==> config.mk <==
export PLATFORM = sky130hd
export DESIGN_NAME = pswc_ctrl
export DESIGN_NICKNAME = d
export VERILOG_FILES = /design/src/pswc_input.v /design/src/pswc_ctrl.v
export VERILOG_INCLUDE_DIRS = /design/src
export SDC_FILE = /design/constraint.sdc
export NUM_CORES = 1
export LEC_CHECK = 0
export BUFFER_PORTS_ARGS = -buffer_cell sky130_fd_sc_hd__buf_2
export CORE_ASPECT_RATIO = 1.1
export CORE_MARGIN = 3
export CORE_UTILIZATION = 30
export CTS_CLUSTER_DIAMETER = 100
export DETAILED_ROUTE_END_ITERATION = 16
export PLACE_DENSITY = 0.53
export SYNTH_ARGS = -nofsm -noshare
export SYNTH_HDL_FRONTEND = slang
export SYNTH_SLANG_ARGS = --single-unit
==> constraint.sdc <==
create_clock -name CLK -period 4.8 [get_ports CLK]
set_input_delay 0.48 -clock CLK [delete_from_list [all_inputs] [get_ports CLK]]
set_output_delay 0.48 -clock CLK [all_outputs]
set_load 0.01 [all_outputs]
==> src/pswc_map.vh <==
`ifndef PSWC_MAP_VH
`define PSWC_MAP_VH
// register offsets on the plain register port
`define PSWC_OFF_SA 4'h0
`define PSWC_OFF_RA 4'h1
`define PSWC_OFF_SB 4'h2
`define PSWC_OFF_RB 4'h3
`define PSWC_OFF_CFG 4'h4
`define PSWC_OFF_CTRL 4'h5
`define PSWC_OFF_MTX 4'h6
`define PSWC_OFF_STAT 4'h7
`define PSWC_OFF_CAP 4'h8
`define PSWC_OFF_CNT 4'h9
// configuration fields
`define PSWC_CFG_MODE_LO 0
`define PSWC_CFG_MODE_HI 1
`define PSWC_CFG_POL 2
`define PSWC_CFG_FIFTY 3
`define PSWC_CFG_AUTO 4
`define PSWC_CFG_LOCK 5
`define PSWC_CFG_PLLSEL 6
`define PSWC_CFG_SLAVE 7
// control fields
`define PSWC_CTRL_RUN 0
`define PSWC_CTRL_IN0_EN 1
`define PSWC_CTRL_IN0_FAULT 2
`define PSWC_CTRL_IN1_EN 3
`define PSWC_CTRL_IN1_FAULT 4
`define PSWC_CTRL_DUPC_SEL 5
`define PSWC_CTRL_DUPD_SEL 6
`define PSWC_CTRL_MTX_EN 7
// status fields
`define PSWC_STAT_OVF 0
`define PSWC_STAT_FLT 1
`define PSWC_STAT_CAP 2
`define PSWC_STAT_RUN 3
// running modes
`define PSWC_MODE_ONE 2'h0
`define PSWC_MODE_TWO 2'h1
`define PSWC_MODE_FOUR 2'h2
`define PSWC_MODE_CEN 2'h3
// reset values
`define PSWC_CFG_RST 8'h04
`define PSWC_CTRL_RST 8'h00
`define PSWC_MTX_RST 8'h00
`define PSWC_CMP_RST 12'h000
`define PSWC_RB_RST 16'h0000
// timing counts in counter clocks
`define PSWC_FOUR_DT_EXTRA 12'h002
`endif

==> src/pswc_input.v <==
`timescale 1ns/10ps
// one input module per input pin: synchronise, then act as retrigger or fault
module pswc_input (
    input wire clk,
    input wire reset,
    input wire ce,
    input wire pin,
    input wire enable,
    input wire role_fault,
    output reg retrig,
    output reg fault
);
    reg s1_q;
    reg s2_q;
    reg s3_q;

    always @(posedge clk)
    begin
        if (reset)
        begin
            s1_q <= 1'b0;
            s2_q <= 1'b0;
            s3_q <= 1'b0;
            retrig <= 1'b0;
            fault <= 1'b0;
        end
        else if (ce)
        begin
            s1_q <= pin;
            s2_q <= s1_q;
            s3_q <= s2_q;
            retrig <= enable & ~role_fault & s2_q & ~s3_q;
            fault <= enable & role_fault & s2_q;
        end
    end
endmodule // pswc_input

==> src/pswc_ctrl.v <==
// Overview of operation
// - up/down counter between register limits per mode
// - half A drives output a, B drives b
// - each input pin has its own input module; both act on both halves
// - variant with two or four outputs
// - outputs c and d copy a or b
// - output matrix sets levels per sub-cycle, four-output variant only
// - polarity select inverts outputs when active low
// - 12-bit set and reset compares per half
// - half-B reset bits 15:12 give fraction
// - counter clocked from io clock or pll
// - chain sync input and output
// - chain halt input and output
// - two inputs, each retrigger or fault
// - retrigger copies counter to capture register
// - one irq: overflow, fault or capture
// - emergency forces hi-z or inactive by fuse
// - new values load together at cycle end
// - auto hold needs half-B reset last; lock holds
// - four ramp: dead set+2, on reset
// - fifty percent reuses half-B values for A
`timescale 1ns/10ps
`include "pswc_map.vh"
module pswc_ctrl #(
    parameter FOUR_OUTPUTS = 1
) (
    input wire CLK,
    input wire RESET,
    input wire CE,
    input wire [3:0] ADDR,
    input wire [15:0] WDATA,
    input wire WR,
    input wire RD,
    output reg [15:0] RDATA,
    input wire PLL_CLK,
    input wire SENSE_INPUT_0,
    input wire CMP_INPUT_1,
    input wire CHAIN_SYNC_IN,
    input wire CHAIN_HALT_IN,
    input wire EMERGENCY_IN,
    input wire FUSE_HIZ,
    output reg WAVE_OUT_A,
    output reg WAVE_OUT_B,
    output reg WAVE_OUT_DUP_C,
    output reg WAVE_OUT_DUP_D,
    output reg WAVE_OUT_OE_N,
    output reg CHAIN_SYNC_OUT,
    output reg CHAIN_HALT_OUT,
    output reg ADC_SYNC_PULSE,
    output reg WAVE_CTRL_IRQ
);
    // shadow registers written by software
    reg [11:0] sa_sh_q;
    reg [11:0] ra_sh_q;
    reg [11:0] sb_sh_q;
    reg [15:0] rb_sh_q;
    reg [7:0] cfg_q;
    reg [7:0] ctrl_q;
    reg [7:0] mtx_sh_q;
    reg rb_last_q;
    // working set, loaded as a whole
    reg [11:0] sa_w_q;
    reg [11:0] ra_w_q;
    reg [11:0] sb_w_q;
    reg [11:0] rb_w_q;
    reg [3:0] frac_w_q;
    reg [1:0] mode_w_q;
    reg [7:0] mtx_w_q;
    reg dupc_w_q;
    reg dupd_w_q;
    // counter state
    reg [11:0] cnt_q;
    reg [1:0] ramp_q;
    reg dir_q;
    reg stretch_q;
    reg ext_q;
    reg [3:0] acc_q;
    reg [11:0] retrigger_capture_value_q;
    reg ovf_q;
    reg flt_q;
    reg cap_q;
    reg pll_d_q;
    reg sync_d_q;

    // pins from outside the clock domain: two flops each
    wire [4:0] raw_in = {PLL_CLK, CHAIN_SYNC_IN, CHAIN_HALT_IN, EMERGENCY_IN, FUSE_HIZ};
    wire [4:0] s_in;
    genvar gi;
    generate
        for (gi = 0; gi < 5; gi = gi + 1)
        begin : g_sync
            reg f1_q;
            reg f2_q;
            always @(posedge CLK)
            begin
                if (RESET)
                begin
                    f1_q <= 1'b0;
                    f2_q <= 1'b0;
                end
                else if (CE)
                begin
                    f1_q <= raw_in[gi];
                    f2_q <= f1_q;
                end
            end
            assign s_in[gi] = f2_q;
        end
    endgenerate
    wire pll_s = s_in[4];
    wire sync_s = s_in[3];
    wire halt_s = s_in[2];
    wire emerg_s = s_in[1];
    wire fuse_hiz_s = s_in[0];

    wire retrig_a;
    wire retrig_b;
    wire fault_a;
    wire fault_b;
    pswc_input u_in_a (
        .clk(CLK),
        .reset(RESET),
        .ce(CE),
        .pin(SENSE_INPUT_0),
        .enable(ctrl_q[`PSWC_CTRL_IN0_EN]),
        .role_fault(ctrl_q[`PSWC_CTRL_IN0_FAULT]),
        .retrig(retrig_a),
        .fault(fault_a)
    );
    pswc_input u_in_b (
        .clk(CLK),
        .reset(RESET),
        .ce(CE),
        .pin(CMP_INPUT_1),
        .enable(ctrl_q[`PSWC_CTRL_IN1_EN]),
        .role_fault(ctrl_q[`PSWC_CTRL_IN1_FAULT]),
        .retrig(retrig_b),
        .fault(fault_b)
    );

    wire slave = cfg_q[`PSWC_CFG_SLAVE];
    wire run_bit = ctrl_q[`PSWC_CTRL_RUN];
    wire run_en = run_bit & ~(slave & halt_s);
    // pll selected: count on each sampled pll rising edge
    wire pll_rise = pll_s & ~pll_d_q;
    wire tick = run_en & (cfg_q[`PSWC_CFG_PLLSEL] ? pll_rise : 1'b1);
    wire sync_rise = sync_s & ~sync_d_q;
    wire retrig = retrig_a | retrig_b;
    wire restart = retrig | (slave & sync_rise);
    wire fault = fault_a | fault_b;

    // fifty percent: half A follows half B
    wire fifty = cfg_q[`PSWC_CFG_FIFTY];
    wire [11:0] sa_e = fifty ? sb_w_q : sa_w_q;
    wire [11:0] ra_e = fifty ? rb_w_q : ra_w_q;

    reg [11:0] tc;
    reg last_ramp;
    reg lvl_a;
    reg lvl_b;
    reg sub_b;
    always @*
    begin
        tc = rb_w_q;
        last_ramp = 1'b1;
        lvl_a = 1'b0;
        lvl_b = 1'b0;
        sub_b = 1'b0;
        case (mode_w_q)
            `PSWC_MODE_FOUR:
            begin
                case (ramp_q)
                    2'h0: tc = sa_e + `PSWC_FOUR_DT_EXTRA - 12'h001;
                    2'h1: tc = (ra_e == 12'h000) ? 12'h000 : ra_e - 12'h001;
                    2'h2: tc = sb_w_q + `PSWC_FOUR_DT_EXTRA - 12'h001;
                    default: tc = (rb_w_q == 12'h000) ? 12'h000 : rb_w_q - 12'h001;
                endcase
                last_ramp = (ramp_q == 2'h3);
                lvl_a = (ramp_q == 2'h1);
                lvl_b = (ramp_q == 2'h3);
                sub_b = ramp_q[1];
            end
            `PSWC_MODE_TWO:
            begin
                tc = ramp_q[0] ? rb_w_q : ra_e;
                last_ramp = ramp_q[0];
                lvl_a = ~ramp_q[0] & (cnt_q > sa_e);
                lvl_b = ramp_q[0] & (cnt_q > sb_w_q);
                sub_b = ramp_q[0];
            end
            `PSWC_MODE_CEN:
            begin
                lvl_a = (cnt_q < sa_e);
                lvl_b = (cnt_q >= sb_w_q);
                sub_b = dir_q;
            end
            default:
            begin
                lvl_a = (cnt_q > sa_e) & (cnt_q <= ra_e);
                lvl_b = (cnt_q > sb_w_q) & (cnt_q <= rb_w_q);
                sub_b = (cnt_q > ra_e);
            end
        endcase
    end

    wire is_cen = (mode_w_q == `PSWC_MODE_CEN);
    wire at_end = is_cen ? (dir_q & (cnt_q == 12'h000)) : (last_ramp & (cnt_q == tc));
    // one extra clock for the stretched cycles of the 16-cycle frame
    wire hold_one = ext_q & ~stretch_q;
    wire cyc_end = tick & at_end & ~hold_one & ~restart;
    wire [4:0] acc_sum = {1'b0, acc_q} + {1'b0, frac_w_q};
    wire upd_ok = cfg_q[`PSWC_CFG_AUTO] ? rb_last_q : ~cfg_q[`PSWC_CFG_LOCK];
    wire load = (~run_bit | cyc_end) & upd_ok;

    wire wr_sa = WR & (ADDR == `PSWC_OFF_SA);
    wire wr_ra = WR & (ADDR == `PSWC_OFF_RA);
    wire wr_sb = WR & (ADDR == `PSWC_OFF_SB);
    wire wr_rb = WR & (ADDR == `PSWC_OFF_RB);
    wire wr_st = WR & (ADDR == `PSWC_OFF_STAT);

    always @(posedge CLK)
    begin
        if (RESET)
        begin
            sa_sh_q <= `PSWC_CMP_RST;
            ra_sh_q <= `PSWC_CMP_RST;
            sb_sh_q <= `PSWC_CMP_RST;
            rb_sh_q <= `PSWC_RB_RST;
            cfg_q <= `PSWC_CFG_RST;
            ctrl_q <= `PSWC_CTRL_RST;
            mtx_sh_q <= `PSWC_MTX_RST;
            rb_last_q <= 1'b0;
            sa_w_q <= `PSWC_CMP_RST;
            ra_w_q <= `PSWC_CMP_RST;
            sb_w_q <= `PSWC_CMP_RST;
            rb_w_q <= `PSWC_CMP_RST;
            frac_w_q <= 4'h0;
            mode_w_q <= `PSWC_MODE_ONE;
            mtx_w_q <= `PSWC_MTX_RST;
            dupc_w_q <= 1'b0;
            dupd_w_q <= 1'b0;
            RDATA <= 16'h0000;
        end
        else if (CE)
        begin
            if (wr_sa)
                sa_sh_q <= WDATA[11:0];
            if (wr_ra)
                ra_sh_q <= WDATA[11:0];
            if (wr_sb)
                sb_sh_q <= WDATA[11:0];
            if (wr_rb)
                rb_sh_q <= WDATA;
            if (WR & (ADDR == `PSWC_OFF_CFG))
                cfg_q <= WDATA[7:0];
            if (WR & (ADDR == `PSWC_OFF_CTRL))
                ctrl_q <= WDATA[7:0];
            if (WR & (ADDR == `PSWC_OFF_MTX))
                mtx_sh_q <= WDATA[7:0];
            // a fresh half-B reset write outranks the clear after a load
            if (wr_rb)
                rb_last_q <= 1'b1;
            else if (wr_sa | wr_ra | wr_sb | load)
                rb_last_q <= 1'b0;
            if (load)
            begin
                sa_w_q <= sa_sh_q;
                ra_w_q <= ra_sh_q;
                sb_w_q <= sb_sh_q;
                rb_w_q <= rb_sh_q[11:0];
                frac_w_q <= rb_sh_q[15:12];
                mode_w_q <= cfg_q[`PSWC_CFG_MODE_HI:`PSWC_CFG_MODE_LO];
                mtx_w_q <= mtx_sh_q;
                dupc_w_q <= ctrl_q[`PSWC_CTRL_DUPC_SEL];
                dupd_w_q <= ctrl_q[`PSWC_CTRL_DUPD_SEL];
            end
            RDATA <= 16'h0000;
            if (RD)
            begin
                case (ADDR)
                    `PSWC_OFF_SA: RDATA <= {4'h0, sa_sh_q};
                    `PSWC_OFF_RA: RDATA <= {4'h0, ra_sh_q};
                    `PSWC_OFF_SB: RDATA <= {4'h0, sb_sh_q};
                    `PSWC_OFF_RB: RDATA <= rb_sh_q;
                    `PSWC_OFF_CFG: RDATA <= {8'h00, cfg_q};
                    `PSWC_OFF_CTRL: RDATA <= {8'h00, ctrl_q};
                    `PSWC_OFF_MTX: RDATA <= {8'h00, mtx_sh_q};
                    `PSWC_OFF_STAT: RDATA <= {12'h000, run_en, cap_q, flt_q, ovf_q};
                    `PSWC_OFF_CAP: RDATA <= {4'h0, retrigger_capture_value_q};
                    `PSWC_OFF_CNT: RDATA <= {4'h0, cnt_q};
                    default: RDATA <= 16'h0000;
                endcase
            end
        end
    end

    // counter and sequence
    always @(posedge CLK)
    begin
        if (RESET)
        begin
            cnt_q <= 12'h000;
            ramp_q <= 2'h0;
            dir_q <= 1'b0;
            stretch_q <= 1'b0;
            ext_q <= 1'b0;
            acc_q <= 4'h0;
            pll_d_q <= 1'b0;
            sync_d_q <= 1'b0;
        end
        else if (CE)
        begin
            pll_d_q <= pll_s;
            sync_d_q <= sync_s;
            if (~run_bit | restart)
            begin
                cnt_q <= 12'h000;
                ramp_q <= 2'h0;
                dir_q <= 1'b0;
                stretch_q <= 1'b0;
            end
            else if (tick)
            begin
                if (at_end & hold_one)
                    stretch_q <= 1'b1;
                else if (at_end)
                begin
                    cnt_q <= 12'h000;
                    ramp_q <= 2'h0;
                    dir_q <= 1'b0;
                    stretch_q <= 1'b0;
                    acc_q <= acc_sum[3:0];
                    ext_q <= acc_sum[4];
                end
                else if (is_cen)
                begin
                    // top value is held two clocks: once rising, once falling
                    if (~dir_q & (cnt_q == tc))
                        dir_q <= 1'b1;
                    else if (dir_q)
                        cnt_q <= cnt_q - 12'h001;
                    else
                        cnt_q <= cnt_q + 12'h001;
                end
                else if (cnt_q == tc)
                begin
                    cnt_q <= 12'h000;
                    ramp_q <= ramp_q + 2'h1;
                end
                else
                    cnt_q <= cnt_q + 12'h001;
            end
        end
    end

    // capture and sticky flags; a set in the clear cycle wins
    wire [2:0] clr = wr_st ? WDATA[2:0] : 3'h0;
    always @(posedge CLK)
    begin
        if (RESET)
        begin
            retrigger_capture_value_q <= 12'h000;
            ovf_q <= 1'b0;
            flt_q <= 1'b0;
            cap_q <= 1'b0;
        end
        else if (CE)
        begin
            if (retrig)
                retrigger_capture_value_q <= cnt_q;
            ovf_q <= cyc_end | (ovf_q & ~clr[`PSWC_STAT_OVF]);
            flt_q <= fault | (flt_q & ~clr[`PSWC_STAT_FLT]);
            cap_q <= retrig | (cap_q & ~clr[`PSWC_STAT_CAP]);
        end
    end

    // output stage
    reg [3:0] vec;
    always @*
    begin
        if (ctrl_q[`PSWC_CTRL_MTX_EN] & (FOUR_OUTPUTS != 0))
            vec = sub_b ? mtx_w_q[7:4] : mtx_w_q[3:0];
        else
            vec = {dupd_w_q ? lvl_b : lvl_a, dupc_w_q ? lvl_b : lvl_a, lvl_b, lvl_a};
        if (FOUR_OUTPUTS == 0)
            vec[3:2] = 2'h0;
        // fault, stop and emergency all park the outputs inactive
        if (fault | ~run_bit | emerg_s)
            vec = 4'h0;
    end
    wire inact = ~cfg_q[`PSWC_CFG_POL];
    wire [3:0] pins = vec ^ {4{inact}};

    always @(posedge CLK)
    begin
        if (RESET)
        begin
            WAVE_OUT_A <= 1'b0;
            WAVE_OUT_B <= 1'b0;
            WAVE_OUT_DUP_C <= 1'b0;
            WAVE_OUT_DUP_D <= 1'b0;
            WAVE_OUT_OE_N <= 1'b0;
            CHAIN_SYNC_OUT <= 1'b0;
            CHAIN_HALT_OUT <= 1'b1;
            ADC_SYNC_PULSE <= 1'b0;
            WAVE_CTRL_IRQ <= 1'b0;
        end
        else if (CE)
        begin
            WAVE_OUT_A <= pins[0];
            WAVE_OUT_B <= pins[1];
            WAVE_OUT_DUP_C <= pins[2];
            WAVE_OUT_DUP_D <= pins[3];
            WAVE_OUT_OE_N <= emerg_s & fuse_hiz_s;
            CHAIN_SYNC_OUT <= cyc_end;
            CHAIN_HALT_OUT <= ~run_en;
            ADC_SYNC_PULSE <= tick & ~dir_q & (cnt_q == ra_e);
            WAVE_CTRL_IRQ <= ovf_q | flt_q | cap_q;
        end
    end
endmodule // pswc_ctrl

Word-level counts from Yosys, hierarchy flattened
Cells that the tools add are included.
{"block": "word_totals", "word_cells": 250, "output_inout_bits": 25, "input_bits": 32, "ram_bits": 0, "register_bits": 224, "latchBits": 0, "memories": 0, "rom_bits": 0}
{"block": "op_classes", "n_mul": 0, "bitwise_logic": 80, "n_div": 0, "order_cmp": 7, "addsub": 10, "n_mux": 48, "reduce_logical": 26, "shifts": 0, "n_eq_ne": 20}
{"op": "case mux 16 bit (10 select lines)", "count": 1}
{"op": "two-way mux 12 bit", "count": 13}
{"op": "subtractor 12 x 1 -> 12 bit (second input constant)", "count": 5}
{"op": "AND 1 bit", "count": 43}
{"op": "greater-than comparator 12 bit", "count": 3}
{"op": "zero test 12 bit", "count": 3}
{"op": "case mux 12 bit (3 select lines)", "count": 1}
{"op": "adder 12 x 2 -> 12 bit (second input constant)", "count": 2}
{"op": "equality test 12 bit", "count": 2}
{"op": "<= comparator 12 bit", "count": 2}
{"op": "case mux 12 bit (2 select lines)", "count": 1}
{"op": "inverter 1 bit", "count": 21}
{"op": "AND reduction 2 bit", "count": 10}
{"op": "two-way mux 1 bit", "count": 17}
{"op": "equality test 4 x 3 -> 1 bit (second input constant)", "count": 4}
{"op": "two-way mux 16 bit", "count": 1}
{"op": "OR 1 bit", "count": 15}
{"op": "AND reduction 5 bit", "count": 3}
{"op": "adder 12 x 1 -> 12 bit (second input constant)", "count": 1}
{"op": "greater-or-equal comparator 12 bit", "count": 1}
{"op": "less-than comparator 12 bit", "count": 1}
{"op": "two-way mux 2 bit", "count": 6}
{"op": "two-way mux 4 bit", "count": 3}
{"op": "nonzero test 3 bit", "count": 4}
{"op": "other kinds (19)", "count": 28}

Longest topological paths before layout
{"block": "depth", "depth_word": 16, "ltp_mapped": 19, "mapped_depth_nobuf": 13}

By module
Synthesis repeated with hierarchy kept, for this count alone.
{"block": "unflattened", "cells_unflattened": 1668, "area_unflattened_um2": 13563.0}
{"mod": "pswc_ctrl", "seq_area_each_um2": 4284.1, "instances": 1, "cells_per_inst": 1632, "area_per_inst_um2": 13142.6}
{"mod": "pswc_input", "seq_area_each_um2": 100.1, "instances": 2, "cells_per_inst": 18, "area_per_inst_um2": 210.2}

Worst setup path before layout
No wires, ideal clock.
{"block": "synth_timing", "path_type": "reg-to-reg", "startpoint": "register cfg_q[3]", "endpoint": "register ra_w_q[0]", "setup_time_ns": 0.072, "n_path_buf": 6, "period_less_slack_ns": 4.087, "setup_slack_ns": 0.713, "t_arrival_ns": 4.015, "required_time_ns": 4.728, "path_stages_with_launch": 19, "cell_sequence": "dfxtp_1 > buf_4 > buf_2 > buf_2 > buf_2 > mux2i_1 > ha_1 > or4b_1 > a22oi_1 > xor2_1 > o211ai_1 > and3_1 > nor4_1 > and4bb_2 > nand2_2 > o21ai_2 > buf_6 > buf_8 > mux2i_1"}
{"block": "synth_between", "elab_chain_len": 14, "elab_cells_between_ends": 19, "classes_between": "add/sub (3); eq/ne (1); mux (7); bitwise (6); reduce/logical (2)"}
{"item": "start: declaration", "line": "pswc_ctrl.v:57", "source": "reg [7:0] cfg_q;"}
{"item": "start signal: assignment", "line": "pswc_ctrl.v:229", "source": "cfg_q <= `PSWC_CFG_RST;"}
{"item": "start signal: assignment", "line": "pswc_ctrl.v:255", "source": "cfg_q <= WDATA[7:0];"}
{"item": "two-way mux 12 bit (on tied branches)", "line": "pswc_ctrl.v:154, pswc_ctrl.v:155"}
{"item": "adder 12 x 2 -> 12 bit (no line), or another cell as far along"}
{"item": "subtractor 12 x 1 -> 12 bit or two-way mux 12 bit (tied branches)", "line": "pswc_ctrl.v:173, pswc_ctrl.v:174"}
{"item": "case mux 12 bit (3 select lines)", "line": "pswc_ctrl.v:172", "source": "case (ramp_q)"}
{"item": "case mux 12 bit (2 select lines) (*)", "line": "pswc_ctrl.v:169", "source": "case (mode_w_q)"}
{"item": "equality test 12 bit (*)", "line": "pswc_ctrl.v:207", "source": "wire at_end = is_cen ? (dir_q & (cnt_q == 12'h000)) : (last_ramp & (cnt_q == tc));"}
{"item": "AND 1 bit (*)", "line": "pswc_ctrl.v:207"}
{"item": "two-way mux 1 bit (*)", "line": "pswc_ctrl.v:207"}
{"item": "AND 1 bit (*) (3 in series)", "line": "pswc_ctrl.v:210", "source": "wire cyc_end = tick & at_end & ~hold_one & ~restart;"}
{"item": "OR 1 bit (*)", "line": "pswc_ctrl.v:213", "source": "wire load = (~run_bit | cyc_end) & upd_ok;"}
{"item": "AND 1 bit (*)", "line": "pswc_ctrl.v:213"}
{"item": "AND reduction 2 bit (no line) (*)"}
{"item": "end signal: assignment", "line": "pswc_ctrl.v:234", "source": "ra_w_q <= `PSWC_CMP_RST;"}
{"item": "end signal: assignment", "line": "pswc_ctrl.v:268", "source": "ra_w_q <= ra_sh_q;"}
{"item": "end: declaration", "line": "pswc_ctrl.v:63", "source": "reg [11:0] ra_w_q;"}
Mark *: on every way between the ends. The rest lies on a longest branch, timed or not.
A chain may end at the register's enable or synchronous reset.

Worst setup path after layout
{"block": "layout_timing", "startpoint": "register rb_w_q[1]", "endpoint": "register cnt_q[9]"}
{"block": "layout_between", "elab_chain_len": 12, "elab_cells_between_ends": 24, "classes_between": "add/sub (2); eq/ne (3); mux (13); bitwise (3); reduce/logical (3)"}
{"item": "start: declaration", "line": "pswc_ctrl.v:65", "source": "reg [11:0] rb_w_q;"}
{"item": "start signal: assignment", "line": "pswc_ctrl.v:236", "source": "rb_w_q <= `PSWC_CMP_RST;"}
{"item": "start signal: assignment", "line": "pswc_ctrl.v:270", "source": "rb_w_q <= rb_sh_q[11:0];"}
{"item": "two-way mux 12 bit", "line": "pswc_ctrl.v:155", "source": "wire [11:0] ra_e = fifty ? rb_w_q : ra_w_q;"}
{"item": "subtractor 12 x 1 -> 12 bit or zero test 12 bit (tied branches)", "line": "pswc_ctrl.v:174", "source": "2'h1: tc = (ra_e == 12'h000) ? 12'h000 : ra_e - 12'h001;"}
{"item": "two-way mux 12 bit", "line": "pswc_ctrl.v:174"}
{"item": "case mux 12 bit (3 select lines)", "line": "pswc_ctrl.v:172"}
{"item": "case mux 12 bit (2 select lines) (*)", "line": "pswc_ctrl.v:169"}
{"item": "equality test 12 bit (*)", "line": "pswc_ctrl.v:207, pswc_ctrl.v:338, pswc_ctrl.v:345"}
{"item": "two-way mux 12 bit or AND 1 bit (tied branches)", "line": "pswc_ctrl.v:345, pswc_ctrl.v:207"}
{"item": "two-way mux 12 bit or two-way mux 1 bit (tied branches)", "line": "pswc_ctrl.v:335, pswc_ctrl.v:207"}
{"item": "two-way mux 12 bit", "line": "pswc_ctrl.v:326", "source": "else if (at_end)"}
{"item": "two-way mux 12 bit", "line": "pswc_ctrl.v:324", "source": "if (at_end & hold_one)"}
{"item": "two-way mux 12 bit", "line": "pswc_ctrl.v:322", "source": "else if (tick)"}
{"item": "two-way mux 12 bit", "line": "pswc_ctrl.v:315", "source": "if (~run_bit | restart)"}
{"item": "end signal: assignment", "line": "pswc_ctrl.v:341", "source": "cnt_q <= cnt_q - 12'h001;"}
{"item": "end signal: assignment", "line": "pswc_ctrl.v:343", "source": "cnt_q <= cnt_q + 12'h001;"}
{"item": "end signal: assignment", "line": "pswc_ctrl.v:351", "source": "cnt_q <= cnt_q + 12'h001;"}
{"item": "end: declaration", "line": "pswc_ctrl.v:72", "source": "reg [11:0] cnt_q;"}
Mark *: on every way between the ends. The rest lies on a longest branch, timed or not. The select of a mux whose other input is x is not followed.

==> results.cfg <==
[setup_path]
r2r-start = rb_w_q[1]$_SDFFE_PP0P_
cp_cell_sequence = inv_1 > ha_1 > or3b_1 > o41ai_2 > a31oi_1 > o22ai_1 > or3_1 > nand3_1 > nor4b_4 > nand2_2 > buf_4 > o31a_1 > o221ai_1
r2r_setup_slack_ns = 0.33
worst_setup_path_end_kind = flop
crit_fanout = 14
path_class = flop to flop
cpLargestDelayFamily = compound AO/OA/AOI/OAI gates
r2r_cells = 13
critical_path_arrival_ns = 4.94
critPathMaxStageDelay_ns = 0.84
crit_required_ns = 5.27
cp_slowest_cell = o41ai_2
critical_path_buf_inv_count = 2
rr_endpoint = cnt_q[9]$_SDFFE_PP0P_
worstSetupStartpointType = flop

[synthesis]
synthMuxAreaShare = 0.106
synth.area.top_cells = dfxtp_1 33%, mux2i_1 9.2%, nand2_1 9.1%
netlist_top_cells_count = 332 x nand2_1, 224 x dfxtp_1, 136 x a21oi_1, 126 x mux2i_1, 100 x clkbuf_1
syn_inst = 1714
syn-num-nets = 1815
ys_types = 93
synth-seq-area-share = 0.327
avgSynthCellArea_um2 = 8.00
synth_compound_area_frac = 0.210
yosys.area.top_type = dfxtp_1
syn-cell-area_um2 = 13700
ys_ff_latch = 224
yosys.area_share.adder = 0.0635
async_flop_share = 0
synth_top_area_share = 0.327
synth_xor_area_frac = 0.0153
synth_top_family_by_area = simple AND/OR/NAND/NOR gates
synth_edf_count = 0
synthSimpleGateAreaFrac = 0.217
synth-main-ff-cell = dfxtp_1
ys_warn_count = 0
yosysMostFrequentCell = nand2_1

[route]
wl_per_cell_um = 21.9
drtIter0Drc = 1026
vias = 12989
detail-route-antenna-nets = 0
drc = 0
routed_wirelength_um = 50900
first_pass_iters = 5
viasPerCell = 5.59

[timing]
fin_worst_skew_ns = 0.0290
worst_pin_slew_ns = 1.17
fin_setup_tns_ns = 0
rsz0062_at_grt = false
fin_crit_ns = 4.47
fmax_mhz = 224
hold_violations = 0
min_period_over_period = 0.930
slew_headroom = 0.199
slew_violations = 0
hold_slack_ns = 0.150
finalSetupViolations = 0

[floorplanning]
fp-row-count = 81
dieArea_um2 = 48300
dieHeight_um = 230
start_util = 0.306
ios = 57
core-area_um2 = 44800
die_w_um = 210

[clocking]
ctsHoldBuffers = 0
cts_setup_buffers = 0
htree_levels = 1
insertion_delay_ns = 0.56
cts_buffers = 25
clkTransAtPathRegs_ns = 0.06
post_cts_resized = 0
cts.sinks = 224
clk_path_buf_depth = 3
cts_tree = yes
clock-root-buffer = clkbuf_16

[grt]
grt_pass1_vias = 12629
grt_max_degree = 90
gr-total-overflow = 0
grt_pass1_wl_um = 77000
antenna_found_initial = 0
grt_util_all_layers = 0.204

[power]
power_density_nw_per_um2 = 264
p_sw_mw = 1.02
leakage_nw = 5.66
vdd_drop_max_mv = 0.292
swShare = 0.249
internal-power_mw = 3.06
seq_power_share = 0.462
clockPowerShare = 0.481
pwr-share-comb = 0.057

[layout]
syn_to_final_growth_pct = 12.6
nNetsFinal = 1824
fin_area_um2 = 15400
fillers = 4761
drive_gt1_frac = 0.115
antennaDiodeCount = 0

[placed_design]
post-dp-hpwl_um = 37500
placed_area_um2 = 14600
io_buffer_count = 56
gp_congestion = 0.968

[worst_hold_path]
whs_path_depth = 3
hold_start = CHAIN_HALT_IN
min_path_type = input port to flop
hold_path_end = g_sync[2].f1_q$_SDFFE_PP0P_

[outcome]
status = completed

[run]
maxCapViolCount = 0
[power by group through the flow]
stage	logic [mW]	registers [mW]	clock network, mW
after floorplan	0.160	1.92	0
after global placement	0.229	1.93	0
after detailed placement	0.230	1.93	0
after CTS	0.231	1.89	2.01
after global routing	0.250	1.89	2.08
final	0.232	1.89	1.96
[worst max-delay path by stage]
| stage | start | depth (start not counted) | endpoint |
|---|---|---|---|
| 2_1_floorplan | cfg_q[3]$_SDFFE_PP0P_ | 18 | ra_w_q[0]$_SDFFE_PP0P_ |
| 3_3_place_gp | rb_w_q[1]$_SDFFE_PP0P_ | 13 | cnt_q[4]$_SDFFE_PP0P_ |
| 3_5_place_dp | rb_w_q[1]$_SDFFE_PP0P_ | 13 | cnt_q[9]$_SDFFE_PP0P_ |
| 4_1_cts | rb_w_q[1]$_SDFFE_PP0P_ | 13 | cnt_q[9]$_SDFFE_PP0P_ |
| 5_1_grt | cfg_q[3]$_SDFFE_PP0P_ | 12 | cnt_q[9]$_SDFFE_PP0P_ |
| 6_report | rb_w_q[1]$_SDFFE_PP0P_ | 13 | cnt_q[9]$_SDFFE_PP0P_ |
[tightest hold or removal path, stage by stage]
cell and delay, ns:
buf_2 0.07, mux2i_1 0.05, nor2_1 0.07
[state kept, by name, summed over array words and instances, names as in the netlist, 2 cells and up]
register	count
RDATA	16
acc_q	4
cfg_q	8
cnt_q	12
ctrl_q	8
frac_w_q	4
g_sync.f1_q	5
g_sync.f2_q	3
mode_w_q	2
mtx_sh_q	8
mtx_w_q	8
ra_sh_q	12
ra_w_q	12
ramp_q	2
rb_sh_q	16
rb_w_q	12
retrigger_capture_value_q	12
sa_sh_q	12
sa_w_q	12
sb_sh_q	12
sb_w_q	12
[cell families (layout without fill, tap and decap cells)]
logic type	count (synthesis)	in the layout
simple gates	642	642
compound gates	415	415
flops	224	224
buf+inv	197	225
mux	143	143
fa+ha+maj	69	69
xor+xnor	24	24
[final cells by class]
| class | count | area [um^2] | share of cell area |
|---|---|---|---|
| clock buffers | 33 | 716 | 0.0464 |
| clock inverters | 13 | 128 | 0.00827 |
| inverters | 75 | 284 | 0.0184 |
| multi-input cells | 1293 | 8420 | 0.546 |
| flip-flops and latches | 224 | 4490 | 0.291 |
| well taps | 581 | 727 | 0.0471 |
| repair buffers | 104 | 668 | 0.0433 |
[routing by layer]
metal	part of all wire	routed length [um]	track usage	vias up
met1	0.45	22700	0.273	6234
met4	0.029	1480	0.0645	0
li1	-	-	-	6208
met5	0	0	0	-
met2	0.46	23500	0.336	463
met3	0.064	3260	0.0322	84
[cell usage in the layout (no fill, tap or decap), types with 14 or more instances in the layout]
| master | instances |
|---|---|
| nor3_1 | 35 |
| a21o_1 | 23 |
| nor4_1 | 14 |
| mux2_2 | 16 |
| a21oi_1 | 136 |
| mux2i_1 | 126 |
| a22oi_1 | 36 |
| nor2_1 | 96 |
| nand4_1 | 26 |
| clkbuf_16 | 25 |
| dfxtp_1 | 223 |
| o21ai_0 | 31 |
| nand2_1 | 332 |
| xnor2_1 | 18 |
| nand3_1 | 41 |
| buf_4 | 47 |
| inv_1 | 72 |
| ha_1 | 68 |
| buf_2 | 55 |
| a31oi_1 | 26 |
[per-stage QoR]
step | worst slack [ns] | power [mW] | cells | util
finish | 0.334 | 4.08 | 2323 | 0.345
global route | 0.138 | 4.21 | 2323 | 0.345
CTS | 0.405 | 4.12 | 2323 | 0.345
detailed placement | 0.447 | 2.16 | 2277 | 0.326
global placement | 0.585 | 2.16 | 2277 | 0.326
floorplan | 0.713 | 2.08 | 1714 | -
(Power assumes the default switching activity.)
